[src/common/adc_scan_params.svh]
// Constants for the converter scan control: idle values, widths, timing
`ifndef ADC_SCAN_PARAMS_SVH
`define ADC_SCAN_PARAMS_SVH
`define DAC_W 10
`define MUX_W 8
`define NEG_W 3
`define DAC_MID 10'h200
`define MUX_IDLE 8'h01
`define NEG_IDLE 3'h0
`define ENABLE_WAIT_NS 200
`define CLK_PERIOD_NS 8
`define ENABLE_WAIT_CYC ((`ENABLE_WAIT_NS + `CLK_PERIOD_NS - 1) / `CLK_PERIOD_NS)
`define DUMMY_CMPS 10
`define APB_CTRL 12'h000
`define APB_DAC 12'h004
`define APB_MUX 12'h008
`define APB_STAT 12'h00C
`define APB_LIMLO 12'h010
`define APB_LIMHI 12'h014
`define APB_CMD 12'h018
`define CTRL_CONV_ON 0
`define CTRL_AMP_ON 1
`define CTRL_GND 2
`define CTRL_SUPREF 3
`define CTRL_IREF 4
`define CTRL_PASS 5
`define CTRL_SCT 6
`define CTRL_SETTLE 7
`define CTRL_NEG_LSB 8
`define CTRL_RESET 32'h0000_0020
`endif

[src/common/adc_scan_pkg.sv]
// Types shared by the converter scan control ends
package adc_scan_pkg;
  typedef enum logic [6:0] {
    CS_IDLE = 7'b000_0001,
    CS_WAIT = 7'b000_0010,
    CS_SAMPLE = 7'b000_0100,
    CS_HOLD = 7'b000_1000,
    CS_CMP_LATCH_PRECHARGE_N = 7'b001_0000,
    CS_CAPTURE = 7'b010_0000,
    CS_DONE = 7'b100_0000
  } ctl_state_e;
  typedef logic [9:0] dac_code_t;
endpackage : adc_scan_pkg

[src/common/adc_scan_if.sv]
// Scan-cell level link between the test controller and the converter core
`timescale 1ns/1ns
interface adc_scan_if;
  logic sample_hold;
  logic cmp_latch_precharge_n;
  logic [7:0] pos_channel_select;
  logic [2:0] neg_input_select;
  logic neg_input_ground_en;
  logic supply_ref_select;
  logic internal_ref_to_dac_en;
  logic amp_passgate_en;
  logic switchcap_test_route;
  logic amp_settle_assist;
  logic amp_power_on;
  logic converter_power_on;
  logic [9:0] dac_code;
  logic capture;
  logic cmp_out;
  modport ctrl (output sample_hold, cmp_latch_precharge_n, pos_channel_select, neg_input_select,
    neg_input_ground_en, supply_ref_select, internal_ref_to_dac_en, amp_passgate_en,
    switchcap_test_route, amp_settle_assist, amp_power_on, converter_power_on, dac_code, capture,
    input cmp_out);
  modport core (input sample_hold, cmp_latch_precharge_n, pos_channel_select, neg_input_select,
    neg_input_ground_en, supply_ref_select, internal_ref_to_dac_en, amp_passgate_en,
    switchcap_test_route, amp_settle_assist, amp_power_on, converter_power_on, dac_code, capture,
    output cmp_out);
endinterface : adc_scan_if

[src/hdl/scan_test_ctrl.sv]
// Test controller end: APB registers and the two-point limit check sequence
// Operation
// - Hold low tracks, high freezes sample
// - Hold asserted only while amp clock high
// - Precharge low charges comparator latch
// - Switch-cap test routes amp to ch4
// - Settle assist high two amp clocks
// - Supply select makes Vcc the reference
// - Internal enable puts bandgap on DAC
// - Three bits choose negative input
// - Pass-gate enable closes amplifier gate
// - Idle values drive converter unused
// - Exactly one negative source selected
// - Avoid differential amplifier through scan
// - Lower code expects low, upper high
// - Channel pin input, pull-up off
// - Enable triggers ten-comparison dummy conversion
// - Wait 200 ns after enable
// - DAC at midpoint while sampling
// - Search done in digital logic
// - Power-on input powers converter core
// - Ground enable grounds negative input
// - Ten-bit DAC, bit 9 most significant
//
// Decided for this implementation: the address map and the APB slave port.
`timescale 1ns/1ns
`include "adc_scan_params.svh"
module scan_test_ctrl (
  input wire logic pclk,
  input wire logic presetn,
  input wire logic psel,
  input wire logic penable,
  input wire logic pwrite,
  input wire logic [11:0] paddr,
  input wire logic [31:0] pwdata,
  output logic [31:0] prdata,
  output logic pready,
  output logic pslverr,
  output logic pin_is_input,
  output logic pin_pullup_en,
  adc_scan_if.ctrl scan
);
  adc_scan_pkg::ctl_state_e st_q;
  logic [31:0] ctrl_q;
  adc_scan_pkg::dac_code_t dac_q, lim_lo_q, lim_hi_q;
  logic [7:0] mux_q;
  logic upper_q, lo_ok_q, hi_ok_q, done_q, pass_q, err_q, sel_bad;
  logic [7:0] wait_q;
  logic wr, rd, go;

  // True when more than one negative source is on: ground enabled with a non-zero pin select
  function automatic logic neg_conflict(input logic [2:0] sel, input logic gnd);
    neg_conflict = (sel != 3'h0) && gnd;
  endfunction : neg_conflict

  // One-hot check for the positive channel
  function automatic logic not_onehot(input logic [7:0] v);
    not_onehot = (v == 8'h00) || ((v & (v - 8'h01)) != 8'h00);
  endfunction : not_onehot

  assign wr = psel && penable && pwrite;
  assign rd = psel && !pwrite;
  assign go = wr && paddr == `APB_CMD && pwdata[0];
  assign sel_bad = neg_conflict(ctrl_q[`CTRL_NEG_LSB +: 3], ctrl_q[`CTRL_GND]) || not_onehot(mux_q);
  assign pready = 1'b1;
  assign pslverr = 1'b0;

  // Register writes; a write while a check runs is ignored for every register, limits included
  always_ff @(posedge pclk or negedge presetn) begin
    if (!presetn) begin
      ctrl_q <= `CTRL_RESET;
      dac_q <= `DAC_MID;
      mux_q <= `MUX_IDLE;
      lim_lo_q <= 10'h000;
      lim_hi_q <= 10'h3FF;
    end else if (wr && st_q == adc_scan_pkg::CS_IDLE) begin
      case (paddr)
        `APB_CTRL: ctrl_q <= {21'h0, pwdata[10:0]};
        `APB_DAC: dac_q <= pwdata[9:0];
        `APB_MUX: mux_q <= pwdata[7:0];
        `APB_LIMLO: lim_lo_q <= pwdata[9:0];
        `APB_LIMHI: lim_hi_q <= pwdata[9:0];
        default: ;
      endcase
    end
  end

  // Read data registered at setup so it is a flop at the access phase
  always_ff @(posedge pclk or negedge presetn) begin
    if (!presetn) begin
      prdata <= 32'h0000_0000;
    end else if (rd && !penable) begin
      case (paddr)
        `APB_CTRL: prdata <= ctrl_q;
        `APB_DAC: prdata <= {22'h0, dac_q};
        `APB_MUX: prdata <= {24'h0, mux_q};
        `APB_STAT: prdata <= {26'h0, err_q, pass_q, hi_ok_q, lo_ok_q, done_q, st_q != adc_scan_pkg::CS_IDLE};
        `APB_LIMLO: prdata <= {22'h0, lim_lo_q};
        `APB_LIMHI: prdata <= {22'h0, lim_hi_q};
        default: prdata <= 32'h0000_0000;
      endcase
    end
  end

  // Check sequence: wait, sample, hold, apply limit, precharge, capture
  always_ff @(posedge pclk or negedge presetn) begin
    if (!presetn) begin
      st_q <= adc_scan_pkg::CS_IDLE;
      wait_q <= 8'h00;
      upper_q <= 1'b0;
    end else begin
      case (st_q)
        adc_scan_pkg::CS_IDLE: begin
          upper_q <= 1'b0;
          wait_q <= 8'h00;
          if (go && !sel_bad) st_q <= adc_scan_pkg::CS_WAIT;
        end
        adc_scan_pkg::CS_WAIT: begin
          // Covers the 200 ns start-up and the dummy conversion that rides in it
          wait_q <= wait_q + 8'h01;
          if (wait_q >= 8'(`ENABLE_WAIT_CYC + `DUMMY_CMPS)) st_q <= adc_scan_pkg::CS_SAMPLE;
        end
        adc_scan_pkg::CS_SAMPLE: st_q <= adc_scan_pkg::CS_HOLD;
        adc_scan_pkg::CS_HOLD: st_q <= adc_scan_pkg::CS_CMP_LATCH_PRECHARGE_N;
        adc_scan_pkg::CS_CMP_LATCH_PRECHARGE_N: st_q <= adc_scan_pkg::CS_CAPTURE;
        adc_scan_pkg::CS_CAPTURE: begin
          upper_q <= 1'b1;
          st_q <= upper_q ? adc_scan_pkg::CS_DONE : adc_scan_pkg::CS_SAMPLE;
        end
        adc_scan_pkg::CS_DONE: st_q <= adc_scan_pkg::CS_IDLE;
        default: st_q <= adc_scan_pkg::CS_IDLE;
      endcase
    end
  end

  // Verdicts; a new start clears done, the cell read after each capture sets the limit verdicts
  always_ff @(posedge pclk or negedge presetn) begin
    if (!presetn) begin
      lo_ok_q <= 1'b0;
      hi_ok_q <= 1'b0;
      done_q <= 1'b0;
      pass_q <= 1'b0;
      err_q <= 1'b0;
    end else begin
      if (go) begin
        done_q <= 1'b0;
        err_q <= sel_bad;
      end
      // The cell loads on the capture edge, so it is read one cycle later; reading it
      // on the capture edge itself would judge the previous vector's comparator
      if (st_q == adc_scan_pkg::CS_SAMPLE && upper_q) lo_ok_q <= !scan.cmp_out;
      if (st_q == adc_scan_pkg::CS_DONE) begin
        done_q <= 1'b1;
        hi_ok_q <= scan.cmp_out;
        pass_q <= lo_ok_q && scan.cmp_out;
      end
    end
  end

  // Scan cell drive; register values whenever no check runs, the sequence overrides the power-on, hold, precharge, capture and DAC lines
  always_comb begin
    scan.converter_power_on = ctrl_q[`CTRL_CONV_ON] || st_q != adc_scan_pkg::CS_IDLE;
    // Amplifier stays off: its switch-cap clock cannot be met here
    scan.amp_power_on = 1'b0;
    scan.amp_settle_assist = 1'b0;
    scan.switchcap_test_route = ctrl_q[`CTRL_SCT];
    scan.neg_input_ground_en = ctrl_q[`CTRL_GND];
    scan.supply_ref_select = ctrl_q[`CTRL_SUPREF];
    scan.internal_ref_to_dac_en = ctrl_q[`CTRL_IREF];
    scan.amp_passgate_en = ctrl_q[`CTRL_PASS];
    scan.neg_input_select = ctrl_q[`CTRL_NEG_LSB +: 3];
    scan.pos_channel_select = mux_q;
    scan.sample_hold = 1'b1;
    scan.cmp_latch_precharge_n = 1'b1;
    scan.dac_code = dac_q;
    scan.capture = 1'b0;
    case (st_q)
      adc_scan_pkg::CS_SAMPLE: begin
        scan.sample_hold = 1'b0;
        scan.dac_code = `DAC_MID;
      end
      adc_scan_pkg::CS_HOLD: scan.dac_code = upper_q ? lim_hi_q : lim_lo_q;
      adc_scan_pkg::CS_CMP_LATCH_PRECHARGE_N: begin
        scan.dac_code = upper_q ? lim_hi_q : lim_lo_q;
        scan.cmp_latch_precharge_n = 1'b0;
      end
      adc_scan_pkg::CS_CAPTURE: begin
        scan.dac_code = `DAC_MID;
        scan.capture = 1'b1;
      end
      adc_scan_pkg::CS_WAIT: scan.dac_code = `DAC_MID;
      default: ;
    endcase
  end

  // Channel pin under test is an input with pull-up off while the check runs
  assign pin_is_input = 1'b1;
  assign pin_pullup_en = 1'b0;
endmodule : scan_test_ctrl

[src/flat_wrapper.sv]
// flat-port wrapper written by rule: the top's interface ports become plain ports
module scan_test_ctrl_flat 
  (pclk, presetn, psel, penable, pwrite, paddr, pwdata, prdata, pready, pslverr, pin_is_input, pin_pullup_en, scan_sample_hold, scan_cmp_latch_precharge_n, scan_pos_channel_select, scan_neg_input_select, scan_neg_input_ground_en, scan_supply_ref_select, scan_internal_ref_to_dac_en, scan_amp_passgate_en, scan_switchcap_test_route, scan_amp_settle_assist, scan_amp_power_on, scan_converter_power_on, scan_dac_code, scan_capture, scan_cmp_out);
  adc_scan_if scan_i ();
  input wire logic pclk;
  input wire logic presetn;
  input wire logic psel;
  input wire logic penable;
  input wire logic pwrite;
  input wire logic [11:0] paddr;
  input wire logic [31:0] pwdata;
  output logic [31:0] prdata;
  output logic pready;
  output logic pslverr;
  output logic pin_is_input;
  output logic pin_pullup_en;
  output wire logic [$bits(scan_i.sample_hold)-1:0] scan_sample_hold;
  output wire logic [$bits(scan_i.cmp_latch_precharge_n)-1:0] scan_cmp_latch_precharge_n;
  output wire logic [$bits(scan_i.pos_channel_select)-1:0] scan_pos_channel_select;
  output wire logic [$bits(scan_i.neg_input_select)-1:0] scan_neg_input_select;
  output wire logic [$bits(scan_i.neg_input_ground_en)-1:0] scan_neg_input_ground_en;
  output wire logic [$bits(scan_i.supply_ref_select)-1:0] scan_supply_ref_select;
  output wire logic [$bits(scan_i.internal_ref_to_dac_en)-1:0] scan_internal_ref_to_dac_en;
  output wire logic [$bits(scan_i.amp_passgate_en)-1:0] scan_amp_passgate_en;
  output wire logic [$bits(scan_i.switchcap_test_route)-1:0] scan_switchcap_test_route;
  output wire logic [$bits(scan_i.amp_settle_assist)-1:0] scan_amp_settle_assist;
  output wire logic [$bits(scan_i.amp_power_on)-1:0] scan_amp_power_on;
  output wire logic [$bits(scan_i.converter_power_on)-1:0] scan_converter_power_on;
  output wire logic [$bits(scan_i.dac_code)-1:0] scan_dac_code;
  output wire logic [$bits(scan_i.capture)-1:0] scan_capture;
  input wire logic [$bits(scan_i.cmp_out)-1:0] scan_cmp_out;
  assign scan_sample_hold = scan_i.sample_hold;
  assign scan_cmp_latch_precharge_n = scan_i.cmp_latch_precharge_n;
  assign scan_pos_channel_select = scan_i.pos_channel_select;
  assign scan_neg_input_select = scan_i.neg_input_select;
  assign scan_neg_input_ground_en = scan_i.neg_input_ground_en;
  assign scan_supply_ref_select = scan_i.supply_ref_select;
  assign scan_internal_ref_to_dac_en = scan_i.internal_ref_to_dac_en;
  assign scan_amp_passgate_en = scan_i.amp_passgate_en;
  assign scan_switchcap_test_route = scan_i.switchcap_test_route;
  assign scan_amp_settle_assist = scan_i.amp_settle_assist;
  assign scan_amp_power_on = scan_i.amp_power_on;
  assign scan_converter_power_on = scan_i.converter_power_on;
  assign scan_dac_code = scan_i.dac_code;
  assign scan_capture = scan_i.capture;
  assign scan_i.cmp_out = scan_cmp_out;
  scan_test_ctrl u_core (.pclk(pclk), .presetn(presetn), .psel(psel), .penable(penable), .pwrite(pwrite), .paddr(paddr), .pwdata(pwdata), .prdata(prdata), .pready(pready), .pslverr(pslverr), .pin_is_input(pin_is_input), .pin_pullup_en(pin_pullup_en), .scan(scan_i));
endmodule
[config.mk]
export PLATFORM = sky130hd
export DESIGN_NAME = scan_test_ctrl_flat
export DESIGN_NICKNAME = d
export VERILOG_FILES = /design/src/common/adc_scan_pkg.sv /design/src/common/adc_scan_if.sv /design/src/hdl/scan_test_ctrl.sv /design/src/flat_wrapper.sv
export VERILOG_INCLUDE_DIRS = /design/src /design/src/common
export SDC_FILE = /design/constraint.sdc
export NUM_CORES = 1
export LEC_CHECK = 0
export BUFFER_PORTS_ARGS = -buffer_cell sky130_fd_sc_hd__buf_2
export CAP_MARGIN = 20
export CORE_MARGIN = 3
export CORE_UTILIZATION = 52
export DETAILED_ROUTE_END_ITERATION = 16
export PLACE_DENSITY_LB_ADDON = 0.15
export RECOVER_POWER = 50
export SYNTH_ARGS = -nofsm -noshare
export SYNTH_HDL_FRONTEND = slang
export SYNTH_SLANG_ARGS = --single-unit
[constraint.sdc]
create_clock -name pclk -period 2.65 [get_ports pclk]
set_input_delay 0.3975 -clock pclk [delete_from_list [all_inputs] [get_ports pclk]]
set_output_delay 0.3975 -clock pclk [all_outputs]
set_load 0.005 [all_outputs]
==> flow_results.org <==
** Die
- Effective utilization at floorplan :: about 55%
- Number of core rows :: 32
- From left edge to right edge, the die measures about 97 µm.
- Floorplan core area :: between 7000 and 8000 µm²
- Die height :: ~97 µm
- Pin placement for this block handled ~120 I/O pins.
- Die area :: 9400 µm²

** Critical path
- Kind of cell with the highest combined delay on the critical path :: compound AO/OA/AOI/OAI gates
- STA classifies the critical path endpoint as an output pin.
- CP max-delay cell :: sky130_fd_sc_hd__a221o_2
- Cell breakdown of the critical path :: nor3_4, nand2_1, a221o_2, nand2_1, o21ai_0, buf_2
- Data on the critical path arrives at its endpoint at 2.20 ns.
- The critical path is of the reg2out type.
- Req. time, crit path :: about 2.3 ns
- Worst-path fanout max :: 8
- The worst setup path is launched from a register.
- Buf/Inv on CP :: 1
- On the worst path, the slowest cell contributes a delay of ~0.52 ns.
- The cell that appears most often on the critical path is sky130_fd_sc_hd__nand2_1.

** Pwr
- NetSw :: roughly 540 µW
- Worst VDD drop :: around 0.28 mV
- Leakage power :: 2.34 nW
- Pint :: roughly 1.8 mW
- After layout, the design draws a total of approximately 2.4 mW.
- Relative contribution of sequential cells to total power :: a little over half
- Switching portion of total power :: between 20% and 30%
- Pwr per Cell Area :: 480 nW/µm²
- Clock power frac :: a little over two fifths
- Combinational cells account for ~4.5% of the total power.

** Placement
- RD Place Congestion :: between 0.8 and 0.9
- HPWL after DPL :: between 7000 and 8000 µm
- Number of buffers inserted by port buffering :: between 60 and 70

** Global route
- Global routing met3 resource utilization :: 4.25%
- The number of global-route vias before repair was a little over 3000.
- Pin count of the biggest net entering global routing :: 50
- For met2 alone, demand over resource in global routing was ~36%.
- The first global-routing pass estimated between 15000 and 20000 µm of wire.
- In the global route stage, met1 resource usage came out at a little under a third.
- After global routing, the most crowded layer is met2.
- Initial antenna violation count :: 0
- Summed over all layers, the global routing overflow is 0.
- Aggregate global-route resource usage :: a little under a quarter

** CTS
- Clock tree from TritonCTS :: yes
- The H-tree generated during clock tree synthesis spans 3 levels.
- The clock net in this run drives a total of 81 sinks.
- Clock tree synthesis selected as its root buffer the cell sky130_fd_sc_hd__clkbuf_8.
- Skew-Pair Late Insertion Delay :: 0.36 ns
- Buffers inserted to repair hold after CTS numbered 0.
- Clock buffer count from CTS :: 9
- The clock passes through at most 2 buffers.
- Clock transition at path regs :: 0.08 ns
- Post-CTS Setup Repair Bufs :: 0

** Timing
- For the final routed database, the setup TNS stands at 0 ns.
- For this run, the top clock speed supported by timing is a little under 400 MHz.
- Final count of negative-setup-slack endpoints :: 0
- Across the routed clock network, the largest skew measured is approximately 0.0093 ns.
- Worst Max-Slew Pin Slew :: 1.24 ns
- Relative max-transition margin :: around 17%
- The final number of max-transition violations came to 0.
- Setup repair after global routing left no endpoint under its margin.
- Number of failing hold endpoints at the final stage :: 0
- Subtracting the final worst setup slack from the clock period gives 2.60 ns.
- The final critical path takes up a little over nine tenths of the cycle.

** Cells and area
- Footprint of the flip-flops and latches :: just over 2000 µm²
- Share of layout cells above drive strength 1 :: ~40%
- The area growth from synthesis to layout is 14.6%.
- The filler cells instantiated in the layout total approximately 650.
- Post-layout net count :: approximately 500
- Most frequent cells in the layout :: 64 x sky130_fd_sc_hd__buf_2, 64 x sky130_fd_sc_hd__dfrtp_1, 49 x sky130_fd_sc_hd__mux2_2
- 0 antenna diodes ended up in the layout.
- In the final layout, the multi-input gates occupy 2070 µm².
- Once layout is complete, the utilization of the core stands at 62.5%.

** Synthesis
- In this run the cell area of the synthesized design comes to ~4300 µm².
- The netlist uses between 50 and 60 different library cells.
- Post-synth EDFFs :: 0
- A synthesized cell averages ~11 µm².
- After synthesis, flip-flops and latches occupy 47.5% of the total area.
- Flop and latch count out of synthesis :: between 80 and 90
- The Yosys step of the flow raised 0 warnings.
- Most used flip-flop cell after synthesis :: sky130_fd_sc_hd__dfrtp_1
- In the synthesized netlist the async set-or-reset flop fraction comes to 100%.
- Post-Syn Instances :: roughly 380

** Drt
- Average vias per placed instance :: between 5 and 6
- The first routing iteration left 211 violations.
- In the routed design, unresolved DRC markers number 0.
- The detail route stage leaves a number of antenna-violating nets equal to 0.
- Via count :: 3305
- The first detailed-routing pass took 4 iterations.
- The routed design has between 10000 and 15000 µm of wire.
- Average detailed-routed wire length per instance :: a little under 20 µm

** Run status
- The flow ran to the end, and the final reports show no timing, DRC or antenna violations.

** Min path
- The worst hold path belongs to the class in2reg.

** Run
- Max_cap viols :: 0
[layer usage]
layer / routed length, µm / vias to the layer above
met5: 0 / -
met2: 5240 / 146
met4: 195 / 0
li1: - / 1483
met3: 745 / 19
met1: 4680 / 1657
[power groups by stage]
stage | sequential [mW] | clock (mW) | combinational, mW
floorplan | 1.26 | 0 | 0.0708
global placement | 1.26 | 0 | 0.108
detailed placement | 1.26 | 0 | 0.111
CTS | 1.24 | 1.03 | 0.111
global route | 1.24 | 1.08 | 0.121
finish | 1.24 | 1.02 | 0.106
[registers in the layout, indices dropped and copies added (netlist names), 7 cells and up]
| signal | flops |
|---|---|
| u_core.ctrl_q | 11 |
| u_core.prdata | 11 |
| u_core.dac_q | 10 |
| u_core.lim_hi_q | 10 |
| u_core.lim_lo_q | 10 |
| u_core.scan.pos_channel_select | 8 |
| u_core.wait_q | 8 |
| u_core.st_q | 7 |
[kinds of logic (layout without fill, tap and decap cells)]
logic type               Yosys count  in the layout  share of synthesized area (%)
AO/OA/AOI/OAI                     66             67                           9.86
XOR/XNOR                           3              3                          0.611
adder cells (fa/ha/maj)            1              1                          0.291
buffers and inverters             53            104                           7.39
flip-flops                        81             81                           47.5
multiplexers                      73             73                           21.3
other                              2             27                          0.175
AND/OR/NAND/NOR                   97             97                           12.8
[cell usage after synthesis, drive strengths merged (2+ instances only)]
master / number / area, µm²
dfrtp: 67 / 1680
mux2: 49 / 552
buf: 36 / 254
o21ai: 31 / 155
nand2: 28 / 105
nor2: 17 / 63.8
dfstp: 14 / 368
mux2i: 14 / 140
clkbuf: 11 / 41.3
mux4: 10 / 225
nor4: 9 / 77.6
nand4: 7 / 50.1
a32oi: 6 / 52.6
and3: 6 / 37.5
inv: 6 / 22.5
nor3b: 6 / 45.0
nand3: 5 / 25.0
a21oi: 4 / 20.0
nand2b: 4 / 25.0
o211ai: 4 / 30.0
a211oi: 3 / 22.5
a22o: 3 / 26.3
a31oi: 3 / 18.8
nor3: 3 / 15.0
or4: 3 / 26.3
a22oi: 2 / 15.0
conb: 2 / 7.51
nand3b: 2 / 15.0
or3: 2 / 18.8
xnor2: 2 / 17.5
[metrics by stage]
stage | hold slack [ns] | worst slack, ns | cells | cell area (µm²)
4_1_cts | 0.0886 | 0.0428 | 554 | 4920
6_report | 0.260 | 0.0532 | 555 | 4930
2_1_floorplan | 0.102 | 0.378 | 401 | 4390
3_3_place_gp | 0.458 | 0.272 | 538 | 4680
5_1_grt | 0.254 | 0.00450 | 555 | 4930
3_5_place_dp | 0.457 | 0.253 | 538 | 4680
[path summary, 6_finish.rpt]
| check | to | start | slack, ns | cells after the start |
|---|---|---|---|---|
| worst max-delay path | scan_dac_code[1] | u_core.st_q[5] | 0.05 | 6 |
| worst min-delay path | u_core.lo_ok_q | scan_cmp_out | 0.26 | 2 |
| worst max register to register | u_core.wait_q[3] | u_core.st_q[4] | 0.43 | 5 |
| worst min register to register | u_core.prdata[1] | u_core.prdata[1] | 0.47 | 2 |
| max in group asynchronous | u_core.ctrl_q[2] | presetn | 0.91 | 2 |
| min in group asynchronous | u_core.prdata[2] | presetn | 0.29 | 1 |
[layout make-up]
type	count	area share, %
well taps	102	2.59
flip-flops and latches	81	41.6
inverters	6	0.457
clock buffers	11	2.87
clock inverters	5	1.60
multi-input cells	268	42.1
repair buffers	82	8.84
[timing repair]
item / 4_1_cts / 5_1_grt
gates resized for setup: 3 / 7
gates cloned: 0 / 1
pin swaps: 0 / 2
setup endpoints to repair: 9 / 9
(Power assumes the default switching activity.)
